===== src/logic/sspac_defs.svh =====
// constants for the phy spread-spectrum and align control block
`ifndef SSPAC_DEFS_SVH
`define SSPAC_DEFS_SVH
// axi4-lite register byte offsets
`define SSPAC_REG_CTRL      8'h00
`define SSPAC_REG_STATUS    8'h04
`define SSPAC_REG_TOL       8'h08
`define SSPAC_REG_BUFMAX    8'h0C
// ctrl field positions and reset value
`define SSPAC_CTRL_EXP      0
`define SSPAC_CTRL_SATABAY  1
`define SSPAC_CTRL_SSCEN    2
`define SSPAC_CTRL_NOTROT   3
`define SSPAC_CTRL_RESET    32'h0000_0000
// tolerance buffer depths in dwords per link rate, and storage depth
`define SSPAC_BUF_6G        5'h0E
`define SSPAC_BUF_3G        5'h08
`define SSPAC_BUF_1G5       5'h04
`define SSPAC_BUF_DEPTH     16
// align character and code words, notify run and gap limits
`define SSPAC_K285          8'hBC
`define SSPAC_ALIGN0        32'h7B4A_4ABC
`define SSPAC_ALIGN1        32'h4ABC_BC4A
`define SSPAC_ALIGN2        32'h5555_BCBC
`define SSPAC_ALIGN3        32'hF2BC_BCBC
`define SSPAC_NOTIFY_MAXRUN 2'h3
`define SSPAC_NOTIFY_GAP    2'h3
// axi responses
`define SSPAC_RESP_OKAY     2'h0
`define SSPAC_RESP_SLVERR   2'h2
`endif


===== src/logic/sspac_pkg.sv =====
// types for the phy spread-spectrum and align control block
package sspac_pkg;
	typedef enum logic [1:0] {SSC_NONE, SSC_DOWN, SSC_CENTER} sspac_ssc_t;
	typedef enum logic [1:0] {RATE_1G5, RATE_3G, RATE_6G} sspac_rate_t;
	typedef enum logic [1:0] {PH_OOB, PH_SPEEDNEG, PH_RUN} sspac_phase_t;
	typedef enum logic [1:0] {PART_UNKNOWN, PART_SAS, PART_SATA} sspac_part_t;
	// transmit request from link logic: want a deletable primitive
	typedef struct packed {
		logic        fill;
		logic        useNotify;
		logic [31:0] notifyWord;
	} sspac_txreq_t;
	// forwarded dword stream beat
	typedef struct packed {
		logic        valid;
		logic        deletable;
		logic [31:0] data;
	} sspac_beat_t;
endpackage


===== src/logic/sspac_ctrl.sv =====
// spread-spectrum mode selection, tolerance buffer and align rotation
//
// Notes on behaviour
// - non-expander: no spreading if partner lacks it
// - non-expander with capable partner: none or down
// - expander: unmodulated if non-sata partner lacks spreading
// - expander, capable sas partner: none or center
// - expander, sata partner: none or down only
// - non-expander in sata bay may always down-spread
// - receivers tolerate none; sata-capable also sata down
// - tolerate center and down together or neither
// - center buffer: 14/8/4 dwords per rate
// - buffer holds dwords when receiver runs fast
// - buffer drains when receiver runs slow
// - transmit never timed from recovered receive clock
// - oob bursts use align version 0 only
// - speed negotiation sends align 0 and 1 only
// - after reset, aligns rotate 0,1,2,3
// - receiver accepts any align version any time
// - align recognised only after four characters
// - no notify during oob or speed negotiation
// - notify may take rotation slot or delay it
// - same notify max three dwords, then three others
`timescale 1ns/1ns
`include "sspac_defs.svh"
module sspac_ctrl (
	input  wire logic                 sys_clk,
	input  wire logic                 rst_b,
	// axi4-lite slave
	input  wire logic [7:0]           s_axi_awaddr,
	input  wire logic                 s_axi_awvalid,
	output logic                      s_axi_awready,
	input  wire logic [31:0]          s_axi_wdata,
	input  wire logic [3:0]           s_axi_wstrb,
	input  wire logic                 s_axi_wvalid,
	output logic                      s_axi_wready,
	output logic [1:0]                s_axi_bresp,
	output logic                      s_axi_bvalid,
	input  wire logic                 s_axi_bready,
	input  wire logic [7:0]           s_axi_araddr,
	input  wire logic                 s_axi_arvalid,
	output logic                      s_axi_arready,
	output logic [31:0]               s_axi_rdata,
	output logic [1:0]                s_axi_rresp,
	output logic                      s_axi_rvalid,
	input  wire logic                 s_axi_rready,
	// link initialisation status
	input  wire sspac_pkg::sspac_part_t partnerType,
	input  wire logic                 partnerSsc,
	input  wire sspac_pkg::sspac_phase_t phase,
	input  wire sspac_pkg::sspac_rate_t linkRate,
	// transmit side
	input  wire sspac_pkg::sspac_txreq_t txReq,
	output logic [31:0]               txWord,
	output logic                      txIsPrim,
	output sspac_pkg::sspac_ssc_t     txSscMode,
	// receive side: link clock and byte lanes from the phy
	input  wire logic                 rxLinkClk,
	input  wire logic [31:0]          rxData,
	input  wire logic [3:0]           rxIsK,
	output logic                      rxAlignSeen,
	// forwarded stream through the tolerance buffer
	input  wire sspac_pkg::sspac_beat_t fwdIn,
	input  wire logic                 fwdOutReady,
	output sspac_pkg::sspac_beat_t    fwdOut,
	output logic                      fwdOverflow
);

	//------------------------------------------------------------
	// state
	//------------------------------------------------------------
	typedef struct packed {
		logic                     awReady;      // write address accept flag
		logic                     wReady;       // write data accept flag
		logic                     awHave;       // address held
		logic                     wHave;        // data held
		logic [7:0]               awAddr;       // held write address
		logic [31:0]              wData;        // held write data
		logic [3:0]               wStrb;        // held strobes
		logic                     bValid;       // write answer pending
		logic [1:0]               bResp;        // write answer code
		logic                     arReady;      // read address accept
		logic                     rValid;       // read answer pending
		logic [31:0]              rData;        // read answer data
		logic [1:0]               rResp;        // read answer code
		logic [31:0]              ctrl;         // control register
		sspac_pkg::sspac_ssc_t    sscMode;      // chosen transmit mode
		logic [1:0]               alignIdx;     // rotation position
		logic [31:0]              txWord;       // transmit dword
		logic                     txIsPrim;     // transmit is primitive
		logic [31:0]              lastNotify;   // last notify sent
		logic [1:0]               notifyRun;    // consecutive same notify
		logic [1:0]               otherRun;     // other dwords since
		logic [2:0]               lclkSync;     // link clock sync + edge
		logic [31:0]              rxS1;         // rx data first stage
		logic [31:0]              rxS2;         // rx data second stage
		logic [3:0]               kS1;          // rx k flags first stage
		logic [3:0]               kS2;          // rx k flags second stage
		logic                     alignSeen;    // align detected pulse
		logic [31:0]              alignCount;   // aligns seen
		logic [`SSPAC_BUF_DEPTH-1:0][32:0] tolMem; // tolerance storage
		logic [3:0]               wrPtr;        // buffer write index
		logic [3:0]               rdPtr;        // buffer read index
		logic [4:0]               level;        // dwords held
		logic [4:0]               levelMax;     // high water mark
		logic                     overflow;     // sticky overflow
		sspac_pkg::sspac_beat_t   outBeat;      // forwarded beat
	} sspac_state_t;

	sspac_state_t cur_q;    // registered state
	sspac_state_t nxt_d;    // next state

	//------------------------------------------------------------
	// functions
	//------------------------------------------------------------
	// align code for a rotation index
	function automatic logic [31:0] alignWord(input logic [1:0] idx);
		case (idx)
			2'h1:    return `SSPAC_ALIGN1;
			2'h2:    return `SSPAC_ALIGN2;
			2'h3:    return `SSPAC_ALIGN3;
			default: return `SSPAC_ALIGN0;
		endcase
	endfunction

	// tolerance depth for a link rate
	function automatic logic [4:0] bufLimit(input sspac_pkg::sspac_rate_t r);
		if (r == sspac_pkg::RATE_6G)
			return `SSPAC_BUF_6G;
		else if (r == sspac_pkg::RATE_3G)
			return `SSPAC_BUF_3G;
		return `SSPAC_BUF_1G5;
	endfunction

	// any of the four align codes
	function automatic logic isAlign(input logic [31:0] d, input logic [3:0] k);
		logic hit;
		hit = 1'b0;
		for (int i = 0; i < 4; i++)
			if (d == alignWord(2'(i)))
				hit = 1'b1;
		// only the first byte is a control character
		return hit && (k == 4'h1);
	endfunction

	//------------------------------------------------------------
	// next-state logic
	//------------------------------------------------------------
	always_comb
	begin
		logic        wrFire;
		logic        rdFire;
		logic        isExp;
		logic        sataBay;
		logic        sscEn;
		logic        notRot;
		logic        push;
		logic        pop;
		logic        sendNotify;
		logic [31:0] rdVal;
		wrFire     = 1'b0;
		rdFire     = 1'b0;
		isExp      = 1'b0;
		sataBay    = 1'b0;
		sscEn      = 1'b0;
		notRot     = 1'b0;
		push       = 1'b0;
		pop        = 1'b0;
		sendNotify = 1'b0;
		rdVal      = 32'h0000_0000;
		nxt_d      = cur_q;

		// write channel: address and data in any order
		if (s_axi_awvalid && cur_q.awReady)
		begin
			nxt_d.awHave = 1'b1;
			nxt_d.awAddr = s_axi_awaddr;
		end
		if (s_axi_wvalid && cur_q.wReady)
		begin
			nxt_d.wHave = 1'b1;
			nxt_d.wData = s_axi_wdata;
			nxt_d.wStrb = s_axi_wstrb;
		end
		nxt_d.awReady = !nxt_d.awHave && !cur_q.bValid;
		nxt_d.wReady  = !nxt_d.wHave && !cur_q.bValid;
		wrFire = cur_q.awHave && cur_q.wHave && !cur_q.bValid;
		if (wrFire)
		begin
			nxt_d.awHave  = 1'b0;
			nxt_d.wHave   = 1'b0;
			nxt_d.awReady = 1'b0;
			nxt_d.wReady  = 1'b0;
			nxt_d.bValid  = 1'b1;
			nxt_d.bResp   = `SSPAC_RESP_OKAY;
			if (cur_q.awAddr == `SSPAC_REG_CTRL)
			begin
				for (int b = 0; b < 4; b++)
					if (cur_q.wStrb[b])
						nxt_d.ctrl[b*8 +: 8] = cur_q.wData[b*8 +: 8];
			end
			else if (cur_q.awAddr == `SSPAC_REG_BUFMAX)
				nxt_d.levelMax = 5'h00; // write clears high water
			else if (cur_q.awAddr == `SSPAC_REG_STATUS)
				nxt_d.overflow = 1'b0; // write clears overflow
			else if (cur_q.awAddr != `SSPAC_REG_TOL)
				nxt_d.bResp = `SSPAC_RESP_SLVERR;
		end
		else if (cur_q.bValid && s_axi_bready)
		begin
			nxt_d.bValid  = 1'b0;
			nxt_d.awReady = 1'b1;
			nxt_d.wReady  = 1'b1;
		end
		// read channel
		rdFire = s_axi_arvalid && cur_q.arReady;
		if (rdFire)
		begin
			nxt_d.arReady = 1'b0;
			nxt_d.rValid  = 1'b1;
			nxt_d.rResp   = `SSPAC_RESP_OKAY;
			if (s_axi_araddr == `SSPAC_REG_CTRL)
				rdVal = cur_q.ctrl;
			else if (s_axi_araddr == `SSPAC_REG_STATUS)
				rdVal = {cur_q.alignCount[23:0], 3'h0, cur_q.overflow,
					2'(cur_q.sscMode), 2'(phase)};
			else if (s_axi_araddr == `SSPAC_REG_TOL)
				// bit0 none, bit1 down, bit2 center, bit3 sata down
				rdVal = {28'h0000000, 4'hF};
			else if (s_axi_araddr == `SSPAC_REG_BUFMAX)
				rdVal = {22'h000000, cur_q.level, cur_q.levelMax};
			else
				nxt_d.rResp = `SSPAC_RESP_SLVERR;
			nxt_d.rData = rdVal;
		end
		else if (cur_q.rValid && s_axi_rready)
		begin
			nxt_d.rValid  = 1'b0;
			nxt_d.arReady = 1'b1;
		end
		// transmit modulation selection
		isExp   = cur_q.ctrl[`SSPAC_CTRL_EXP];
		sataBay = cur_q.ctrl[`SSPAC_CTRL_SATABAY];
		sscEn   = cur_q.ctrl[`SSPAC_CTRL_SSCEN];
		notRot  = cur_q.ctrl[`SSPAC_CTRL_NOTROT];
		nxt_d.sscMode = sspac_pkg::SSC_NONE;
		if (!isExp && sataBay && sscEn)
			nxt_d.sscMode = sspac_pkg::SSC_DOWN;
		else if (partnerType == sspac_pkg::PART_UNKNOWN)
			nxt_d.sscMode = sspac_pkg::SSC_NONE;
		else if (!isExp)
		begin
			if (partnerSsc && sscEn)
				nxt_d.sscMode = sspac_pkg::SSC_DOWN;
		end
		else if (partnerType == sspac_pkg::PART_SATA)
		begin
			if (sscEn)
				nxt_d.sscMode = sspac_pkg::SSC_DOWN;
		end
		else if (partnerSsc && sscEn)
			nxt_d.sscMode = sspac_pkg::SSC_CENTER;
		// transmit primitive generation; transmit logic lives on sys_clk only
		nxt_d.txIsPrim = txReq.fill;
		nxt_d.txWord   = txReq.notifyWord;
		case (phase)
			sspac_pkg::PH_OOB:
			begin
				nxt_d.txWord   = `SSPAC_ALIGN0;
				nxt_d.alignIdx = 2'h0;
			end
			sspac_pkg::PH_SPEEDNEG:
			begin
				if (txReq.fill)
				begin
					nxt_d.txWord   = alignWord({1'b0, cur_q.alignIdx[0]});
					nxt_d.alignIdx = {1'b0, ~cur_q.alignIdx[0]};
				end
			end
			default:
			begin
				if (txReq.fill)
				begin
					sendNotify = txReq.useNotify &&
						!(txReq.notifyWord == cur_q.lastNotify &&
						  cur_q.notifyRun == `SSPAC_NOTIFY_MAXRUN &&
						  cur_q.otherRun != `SSPAC_NOTIFY_GAP);
					if (sendNotify)
					begin
						nxt_d.txWord = txReq.notifyWord;
						if (!notRot)
							nxt_d.alignIdx = cur_q.alignIdx + 2'h1;
					end
					else
					begin
						nxt_d.txWord   = alignWord(cur_q.alignIdx);
						nxt_d.alignIdx = cur_q.alignIdx + 2'h1;
					end
				end
			end
		endcase
		// notify run bookkeeping: three others reset the run
		if (sendNotify && phase == sspac_pkg::PH_RUN)
		begin
			nxt_d.otherRun = 2'h0;
			if (txReq.notifyWord == cur_q.lastNotify &&
				cur_q.otherRun != `SSPAC_NOTIFY_GAP)
				nxt_d.notifyRun = cur_q.notifyRun + 2'h1;
			else
				nxt_d.notifyRun = 2'h1;
			nxt_d.lastNotify = txReq.notifyWord;
		end
		else if (cur_q.otherRun != `SSPAC_NOTIFY_GAP)
			nxt_d.otherRun = cur_q.otherRun + 2'h1;
		else
			nxt_d.notifyRun = 2'h0;
		// receive: sync link clock and data, sample on link clock rise
		nxt_d.lclkSync  = {cur_q.lclkSync[1:0], rxLinkClk};
		nxt_d.rxS1      = rxData;
		nxt_d.rxS2      = cur_q.rxS1;
		nxt_d.kS1       = rxIsK;
		nxt_d.kS2       = cur_q.kS1;
		nxt_d.alignSeen = 1'b0;
		if (cur_q.lclkSync[1] && !cur_q.lclkSync[2])
		begin
			// whole dword compared, any version accepted
			if (isAlign(cur_q.rxS2, cur_q.kS2))
			begin
				nxt_d.alignSeen  = 1'b1;
				nxt_d.alignCount = cur_q.alignCount + 32'h1;
			end
		end
		// center-spreading tolerance buffer
		pop  = (cur_q.level != 5'h00) && (!cur_q.outBeat.valid || fwdOutReady);
		push = fwdIn.valid && !(fwdIn.deletable && cur_q.level != 5'h00);
		if (pop)
		begin
			nxt_d.outBeat.valid     = 1'b1;
			nxt_d.outBeat.deletable = cur_q.tolMem[cur_q.rdPtr][32];
			nxt_d.outBeat.data      = cur_q.tolMem[cur_q.rdPtr][31:0];
			nxt_d.rdPtr = cur_q.rdPtr + 4'h1;
		end
		else if (fwdOutReady)
			nxt_d.outBeat.valid = 1'b0;
		if (push)
		begin
			if (cur_q.level - (pop ? 5'h01 : 5'h00) < bufLimit(linkRate))
			begin
				nxt_d.tolMem[cur_q.wrPtr] = {fwdIn.deletable, fwdIn.data};
				nxt_d.wrPtr = cur_q.wrPtr + 4'h1;
			end
			else
			begin
				push = 1'b0;
				nxt_d.overflow = 1'b1;
			end
		end
		nxt_d.level = cur_q.level + (push ? 5'h01 : 5'h00) - (pop ? 5'h01 : 5'h00);
		if (nxt_d.level > nxt_d.levelMax) // a new high beats a clear
			nxt_d.levelMax = nxt_d.level;
		if (!rst_b)
		begin
			nxt_d         = '0;
			nxt_d.ctrl    = `SSPAC_CTRL_RESET;
			nxt_d.awReady = 1'b1;
			nxt_d.wReady  = 1'b1;
			nxt_d.arReady = 1'b1;
		end
	end

	//------------------------------------------------------------
	// state register
	//------------------------------------------------------------
	always_ff @(posedge sys_clk)
	begin
		cur_q <= nxt_d;
	end

	//------------------------------------------------------------
	// outputs
	//------------------------------------------------------------
	assign s_axi_awready = cur_q.awReady;
	assign s_axi_wready  = cur_q.wReady;
	assign s_axi_bvalid  = cur_q.bValid;
	assign s_axi_bresp   = cur_q.bResp;
	assign s_axi_arready = cur_q.arReady;
	assign s_axi_rvalid  = cur_q.rValid;
	assign s_axi_rdata   = cur_q.rData;
	assign s_axi_rresp   = cur_q.rResp;
	assign txWord        = cur_q.txWord;
	assign txIsPrim      = cur_q.txIsPrim;
	assign txSscMode     = cur_q.sscMode;
	assign rxAlignSeen   = cur_q.alignSeen;
	assign fwdOut        = cur_q.outBeat;
	assign fwdOverflow   = cur_q.overflow;

endmodule


===== config.mk =====
export PLATFORM = sky130hd
export DESIGN_NAME = sspac_ctrl
export DESIGN_NICKNAME = d
export VERILOG_FILES = /design/src/logic/sspac_pkg.sv /design/src/logic/sspac_ctrl.sv
export VERILOG_INCLUDE_DIRS = /design/src /design/src/logic
export SDC_FILE = /design/constraint.sdc
export NUM_CORES = 2
export LEC_CHECK = 0
export ABC_AREA = 0
export BUFFER_PORTS_ARGS = -buffer_cell sky130_fd_sc_hd__buf_2
export CORE_MARGIN = 4
export CORE_UTILIZATION = 35
export DETAILED_ROUTE_END_ITERATION = 8
export GPL_TIMING_DRIVEN = 0
export SLEW_MARGIN = 0
export SYNTH_ARGS = -nofsm -noshare
export SYNTH_HDL_FRONTEND = slang
export SYNTH_SLANG_ARGS = --single-unit
export TNS_END_PERCENT = 30

===== constraint.sdc =====
create_clock -name sys_clk -period 8.25 [get_ports sys_clk]
set_input_delay 1.2375 -clock sys_clk [delete_from_list [all_inputs] [get_ports sys_clk]]
set_output_delay 1.2375 -clock sys_clk [all_outputs]
set_load 0.005 [all_outputs]

# After elaboration in Yosys (flattened, before gate mapping)
# Index checks and enable logic that the tools add are counted.
op_classes:
  n_addsub: 9
  magnitude_cmp: 5
  eq_ne: 25
  muxes: 76
  bitwise: 2
  n_reduce_logical: 53
op_table:
  columns: ["op", "count"]
  rows:
  - ["528-bit bitwise mux", 1]
  - ["32-bit 2-to-1 mux", 7]
  - ["32-bit == test", 5]
  - ["33-bit binary-select mux with 4-bit select", 1]
  - ["33-bit demux with 4-bit select", 1]
  - ["34-bit 2-to-1 mux", 3]
  - ["33-bit 2-to-1 mux", 3]
  - ["32-bit one-hot mux with 3 select lines", 1]
  - ["34-bit one-hot mux with 2 select lines", 1]
  - ["2-bit 2-to-1 mux", 19]
  - ["32-bit by 1-bit adder with 32-bit output (second input constant)", 1]
  - ["30-bit 2-to-1 mux", 1]
  - ["5-bit 2-to-1 mux", 6]
  - ["1-bit 2-to-1 mux", 28]
  - ["8-bit by 4-bit == test with 1-bit output (second input constant)", 3]
  - ["1-bit logical AND", 23]
  - ["8-bit by 3-bit == test with 1-bit output (second input constant)", 2]
  - ["8-bit zero test", 2]
  - ["3-bit AND reduction", 5]
  - ["2-bit == test (second input constant)", 6]
  - ["6-bit 2-to-1 mux", 2]
  - ["4-bit by 5-bit less-than comparator with 1-bit output (second input constant)", 2]
  - ["10-bit 2-to-1 mux", 1]
  - ["4-bit by 1-bit adder with 4-bit output (second input constant)", 2]
  - ["22 further kinds", 44]
totals:
  reg_bits: 881
  output_inout_bits: 112
  elab_cells: 226

# Longest topological paths before layout
depth:
  word_depth: 15
  ltp_mapped: 28
  ltp_nobuf: 26

# Worst setup path before layout
# No wires, ideal clock.
synth_timing:
  path_type: "in2reg"
  start: "input fwdOutReady"
  end: "register cur_q[37] (netlist bit)"
  setup_time_ns: 0.070
  t_arrival_ns: 5.689
  required_ns: 8.180
  setup_slack_ns: 2.491
  cell_stages: 24
  path_buffers: 2
  path_cell_list: "nand2b_1 > nand2_1 > clkbuf_1 > nor2_1 > ha_1 > xor2_1 > ha_1 > a21boi_0 > o21ai_0 > o2111a_1 > buf_4 > inv_1 > ha_1 > inv_1 > ha_1 > fa_1 > ha_1 > nor2b_1 > o21a_1 > o21ai_0 > a21oi_1 > o22a_1 > or2_2 > a21oi_1"
synth_via:
  elab_chain_len: 12
synth_lines:
  columns: ["element", "line_no", "source"]
  rows:
  - ["from (decl)", "sspac_ctrl.sv:64", "input wire logic fwdOutReady,"]
  - ["1-bit logical OR (*)", "sspac_ctrl.sv:334", "pop = (cur_q.level != 5'h00) && (!cur_q.outBeat.valid || fwdOutReady);"]
  - ["1-bit logical AND (*)", "sspac_ctrl.sv:334", null]
  - ["1-bit 2-to-1 mux (*)", "sspac_ctrl.sv:347, sspac_ctrl.sv:358", null]
  - ["5-bit subtractor", "sspac_ctrl.sv:347", "if (cur_q.level - (pop ? 5'h01 : 5'h00) < bufLimit(linkRate))"]
  - ["5-bit less-than comparator", "sspac_ctrl.sv:347", null]
  - ["1-bit 2-to-1 mux", "sspac_ctrl.sv:347", null]
  - ["1-bit 2-to-1 mux", "sspac_ctrl.sv:345", "if (push)"]
  - ["1-bit 2-to-1 mux", "sspac_ctrl.sv:358", "nxt_d.level = cur_q.level + (push ? 5'h01 : 5'h00) - (pop ? 5'h01 : 5'h00);"]
  - ["5-bit by 1-bit adder with 5-bit output", "sspac_ctrl.sv:358", null]
  - ["5-bit by 1-bit subtractor with 5-bit output (*)", "sspac_ctrl.sv:358", null]
  - ["5-bit > comparator", "sspac_ctrl.sv:359", "if (nxt_d.level > nxt_d.levelMax)"]
  - ["5-bit 2-to-1 mux (*)", "sspac_ctrl.sv:359", null]
  - ["to (signal assigned)", "sspac_ctrl.sv:376", "cur_q <= nxt_d;"]
  - ["to (decl)", "sspac_ctrl.sv:110", "sspac_state_t cur_q;"]
# Every way passes the cells marked *; elsewhere a longest branch is shown, timed or not.
# A chain may end at the register's enable or synchronous reset.

# Worst setup path in the final report
layout_timing:
  start: "register cur_q[42] (netlist bit)"
  end: "register cur_q[39] (netlist bit)"
layout_via:
  elab_chain_len: 12
  elab_cells_between_ends: 15
  classes_between: "3 x add/sub; 2 x order compare; 5 x mux; 5 x reduce/logical"
layout_lines:
  columns: ["element", "line_no"]
  rows:
  - ["5-bit nonzero test", "sspac_ctrl.sv:334, sspac_ctrl.sv:335"]
  - ["1-bit logical AND", "sspac_ctrl.sv:334"]
  - ["1-bit 2-to-1 mux", "sspac_ctrl.sv:347, sspac_ctrl.sv:358"]
  - ["5-bit subtractor", "sspac_ctrl.sv:347"]
  - ["5-bit less-than comparator", "sspac_ctrl.sv:347"]
  - ["1-bit 2-to-1 mux", "sspac_ctrl.sv:347"]
  - ["1-bit 2-to-1 mux", "sspac_ctrl.sv:345"]
  - ["1-bit 2-to-1 mux", "sspac_ctrl.sv:358"]
  - ["5-bit by 1-bit adder with 5-bit output", "sspac_ctrl.sv:358"]
  - ["5-bit by 1-bit subtractor with 5-bit output (*)", "sspac_ctrl.sv:358"]
  - ["5-bit > comparator", "sspac_ctrl.sv:359"]
  - ["5-bit 2-to-1 mux (*)", "sspac_ctrl.sv:359"]
# Marked as above.

==> PnR_summary.wiki <==
{| class="wikitable"
! Metric !! Value
|-
| Detailed-route vias per instance || 5.03
|-
| Max rail drop VDD || roughly 0.18 mV
|-
| Global-route wire length before repair || 168000 um
|-
| Netlist area before placement || 0.0363 sq mm
|-
| Largest net degree at the start of global routing || 16
|-
| First-pass DRT Iterations || 5
|-
| Start-to-end type of the worst setup path || reg2reg
|-
| RSZ-0062 raised after global routing || no
|-
| Number of enable flip-flop cells after synthesis || 0
|-
| Library cell appearing most often on the critical path || sky130_fd_sc_hd__ha_1
|-
| Maximum count of clock buffers along a single path || 3
|-
| CP max stage cell || sky130_fd_sc_hd__clkbuf_1
|-
| Post CTS Setup Buffer Count || 0
|-
| Global-route total usage across every layer || 19.8%
|-
| Wire length after detailed routing || between 100000 and 150000 um
|-
| Post-Place Setup Slack || roughly 1.2 ns
|-
| Clock Tree Root || sky130_fd_sc_hd__clkbuf_16
|-
| Class of the worst hold path || reg2reg
|-
| Area of the die || 0.109 sq mm
|-
| Leading cell types in the layout, fill and taps excluded || sky130_fd_sc_hd__nand2_1 (1327), sky130_fd_sc_hd__dfxtp_1 (871), sky130_fd_sc_hd__a21oi_1 (688)
|-
| Async set or reset register ratio after synthesis || 0%
|-
| Count of hold-fix buffers inserted at cts || 0
|-
| Synth Instances || 4203
|-
| H-tree depth reported by CTS || 3
|-
| Number of cells upsized or downsized after cts || 0
|-
| Overflow left after global routing || 0
|-
| Via count of the first global-routing pass || roughly 29k
|-
| PortBufs || ~250
|-
| Vias post-DR || about 30k
|-
| Final hold violation count || 0
|-
| Crit path setup slack, layout || about 1.5 ns
|-
| Final core occ || 41.1%
|-
| Std-Cell Rows || approximately 120
|-
| Unique cell type count in the Yosys netlist || 70
|-
| WP data required || between 8 and 9 ns
|-
| Core Footprint || 0.102 sq mm
|-
| Clock sinks || around 870
|-
| Final count of pins violating max slew || 0
|-
| Later-pin clock latency in the skew report || 0.65 ns
|-
| Critical Path Max Stage Delay || 0.57 ns
|-
| Initial antenna violation count || 16
|-
| Power, Total || 10.4 mW
|-
| Final period utilization || between 80% and 90%
|-
| Result of the run || finished, final reports clean
|-
| CTS buffer count || 86
|-
| Area Growth Syn to Fin || 16.0%
|-
| Worst-case register-to-register setup slack || around 1.5 ns
|-
| Final ANT Viol Nets || 0
|-
| Half-perimeter wire length after placement || 86700 um
|-
| Num ports || roughly 280
|-
| Detailed Route Iter0 Violations || roughly 2.2k
|-
| Sequential-to-total area share from yosys stat || about 48%
|-
| Clk_skew || ~0.025 ns
|-
| Worst slew margin || a little over a quarter
|-
| Max-cap violations || 0
|-
| Number of nets in the finished design || between 4k and 5k
|-
| Final critical path time including I/O delays and setup || 6.76 ns
|-
| Achievable frequency || about 150 MHz
|-
| Transition at the pin with the smallest max-transition slack || around 1.1 ns
|-
| Type of element capturing the critical path || register
|-
| Number of remaining DRC errors || 0
|-
| Die boundary height || 330 um
|-
| Power per cell area || around 250 mW/mm^2
|-
| CTS tree || yes
|-
| Leakage power total || ~15 nW
|-
| Synth warn || 0
|-
| Arr. time, crit path || 7.32 ns
|-
| Sum of negative setup slack || 0 ns
|-
| Commonest non-fill, non-tap cell in the layout || sky130_fd_sc_hd__nand2_1
|-
| Die extent in x || between 300 and 400 um
|-
| Syn_area_per_cell || between 8 and 9 sq um
|-
| #FFs+latches synth || just under 900
|-
| WL per Instance || 18.6 um
|-
| Final GP Congestion || roughly 0.88
|-
| Commonest register cell after synthesis || sky130_fd_sc_hd__dfxtp_1
|-
| Crit path max fanout || 10
|-
| Effective utilization at floorplan || 35.4%
|-
| Number of endpoints failing setup at the final stage || 0
|-
| Clock edge transition at the registers on the reported setup and hold paths || 0.06 ns
|-
| Layout cells sized above 1 || 16.0%
|-
| Critical Path Start Type || register
|}
[cell usage after synthesis (13+ instances only)]
cell type,n,area share [%]
sky130_fd_sc_hd__nand2_1,1327,14
sky130_fd_sc_hd__nand3_1,101,1.4
sky130_fd_sc_hd__ha_1,34,1.2
sky130_fd_sc_hd__mux4_2,165,10
sky130_fd_sc_hd__a221oi_1,23,0.56
sky130_fd_sc_hd__nor2_1,77,0.80
sky130_fd_sc_hd__a21oi_1,688,9.5
sky130_fd_sc_hd__nand4_1,13,0.22
sky130_fd_sc_hd__dfxtp_1,871,48
sky130_fd_sc_hd__and3_1,19,0.33
sky130_fd_sc_hd__and2_1,87,1.5
sky130_fd_sc_hd__buf_2,60,0.83
sky130_fd_sc_hd__buf_4,105,2.2
sky130_fd_sc_hd__nor3_1,35,0.48
sky130_fd_sc_hd__inv_1,35,0.36
sky130_fd_sc_hd__xnor2_1,19,0.46
sky130_fd_sc_hd__xor2_1,33,0.80
sky130_fd_sc_hd__clkbuf_1,272,2.8
sky130_fd_sc_hd__buf_1,24,0.25
sky130_fd_sc_hd__o21ai_0,59,0.81
[stage by stage]
stage          instances  instance area [sq um]  hold WS (ns)
6_report            5974                  42100         0.422
5_1_grt             5971                  42100         0.438
4_1_cts             5969                  42100         0.425
3_5_place_dp        5817                  39200         0.418
3_3_place_gp        5817                  39200         0.414
2_1_floorplan       4204                  36300         0.412
[per-layer routing]
metal | share of wire (%) | GRT usage (%) | routed length (um) | up-vias
met5 | 0.068 | 0 | 76 | -
met4 | 3.1 | 6.59 | 3480 | 12
met3 | 6.0 | 2.99 | 6690 | 184
met2 | 48 | 34.3 | 53800 | 827
met1 | 42 | 25.3 | 47000 | 14300
li1 | - | - | - | 14700
[registers in the layout, indices dropped and copies added, names as in the netlist]
| signal | flops |
|---|---|
| s_axi_arready | 1 |
| s_axi_bresp | 1 |
| rxAlignSeen | 1 |
| s_axi_rdata | 32 |
| cur_q | 761 |
| s_axi_bvalid | 1 |
| s_axi_rresp | 1 |
| s_axi_wready | 1 |
| txWord | 32 |
| s_axi_awready | 1 |
| s_axi_rvalid | 1 |
| txIsPrim | 1 |
| txSscMode | 2 |
| fwdOut | 34 |
| fwdOverflow | 1 |
[layout make-up]
class	count	area [sq um]
Fill cell	10300	60300
Sequential cell	871	17400
Multi-Input combinational cell	2836	16500
Clock buffer	118	2440
Buffer	461	2200
Tap cell	1368	1710
Timing Repair Buffer	245	1230
Clock inverter	34	418
Inverter	36	135
Antenna cell	5	12.5
[worst max-delay path, delay by kind of cell, from the launching register on]
kind	cells	cell delay [ns]
AOI/OAI and AO/OA	8	1.49
xor gates and xnor gates	2	0.44
adders and majority gates	7	1.92
buffers and inverters	5	1.11
DFF	1	0.38
and+or+nand+nor	4	1.34
[where the power goes]
part / leakage [nW] / internal [mW] / switching [mW]
combinational: 6.41 / 0.748 / 1.18
sequential: 7.06 / 4.36 / 0.0943
clock: 1.39 / 2.33 / 1.71
total: 14.9 / 7.43 / 2.99
[cell families after synthesis]
family	Yosys count	synth area share, %
other	1	0.0103
AO/OA/AOI/OAI	828	12.2
adder cells (fa/ha/maj)	35	1.23
buffers and inverters	497	6.44
XOR/XNOR	52	1.26
flip-flops	871	48.1
AND/OR/NAND/NOR	1743	20.2
multiplexers	176	10.6
[worst paths after layout]
kind         startpoint          to  depth (start not counted)
max           cur_q[42]   cur_q[39]                         26
min          cur_q[618]  cur_q[614]                          1
max reg2reg   cur_q[42]   cur_q[39]                         26
min reg2reg  cur_q[618]  cur_q[614]                          1
Note: power is estimated with default switching activity, not from simulation.
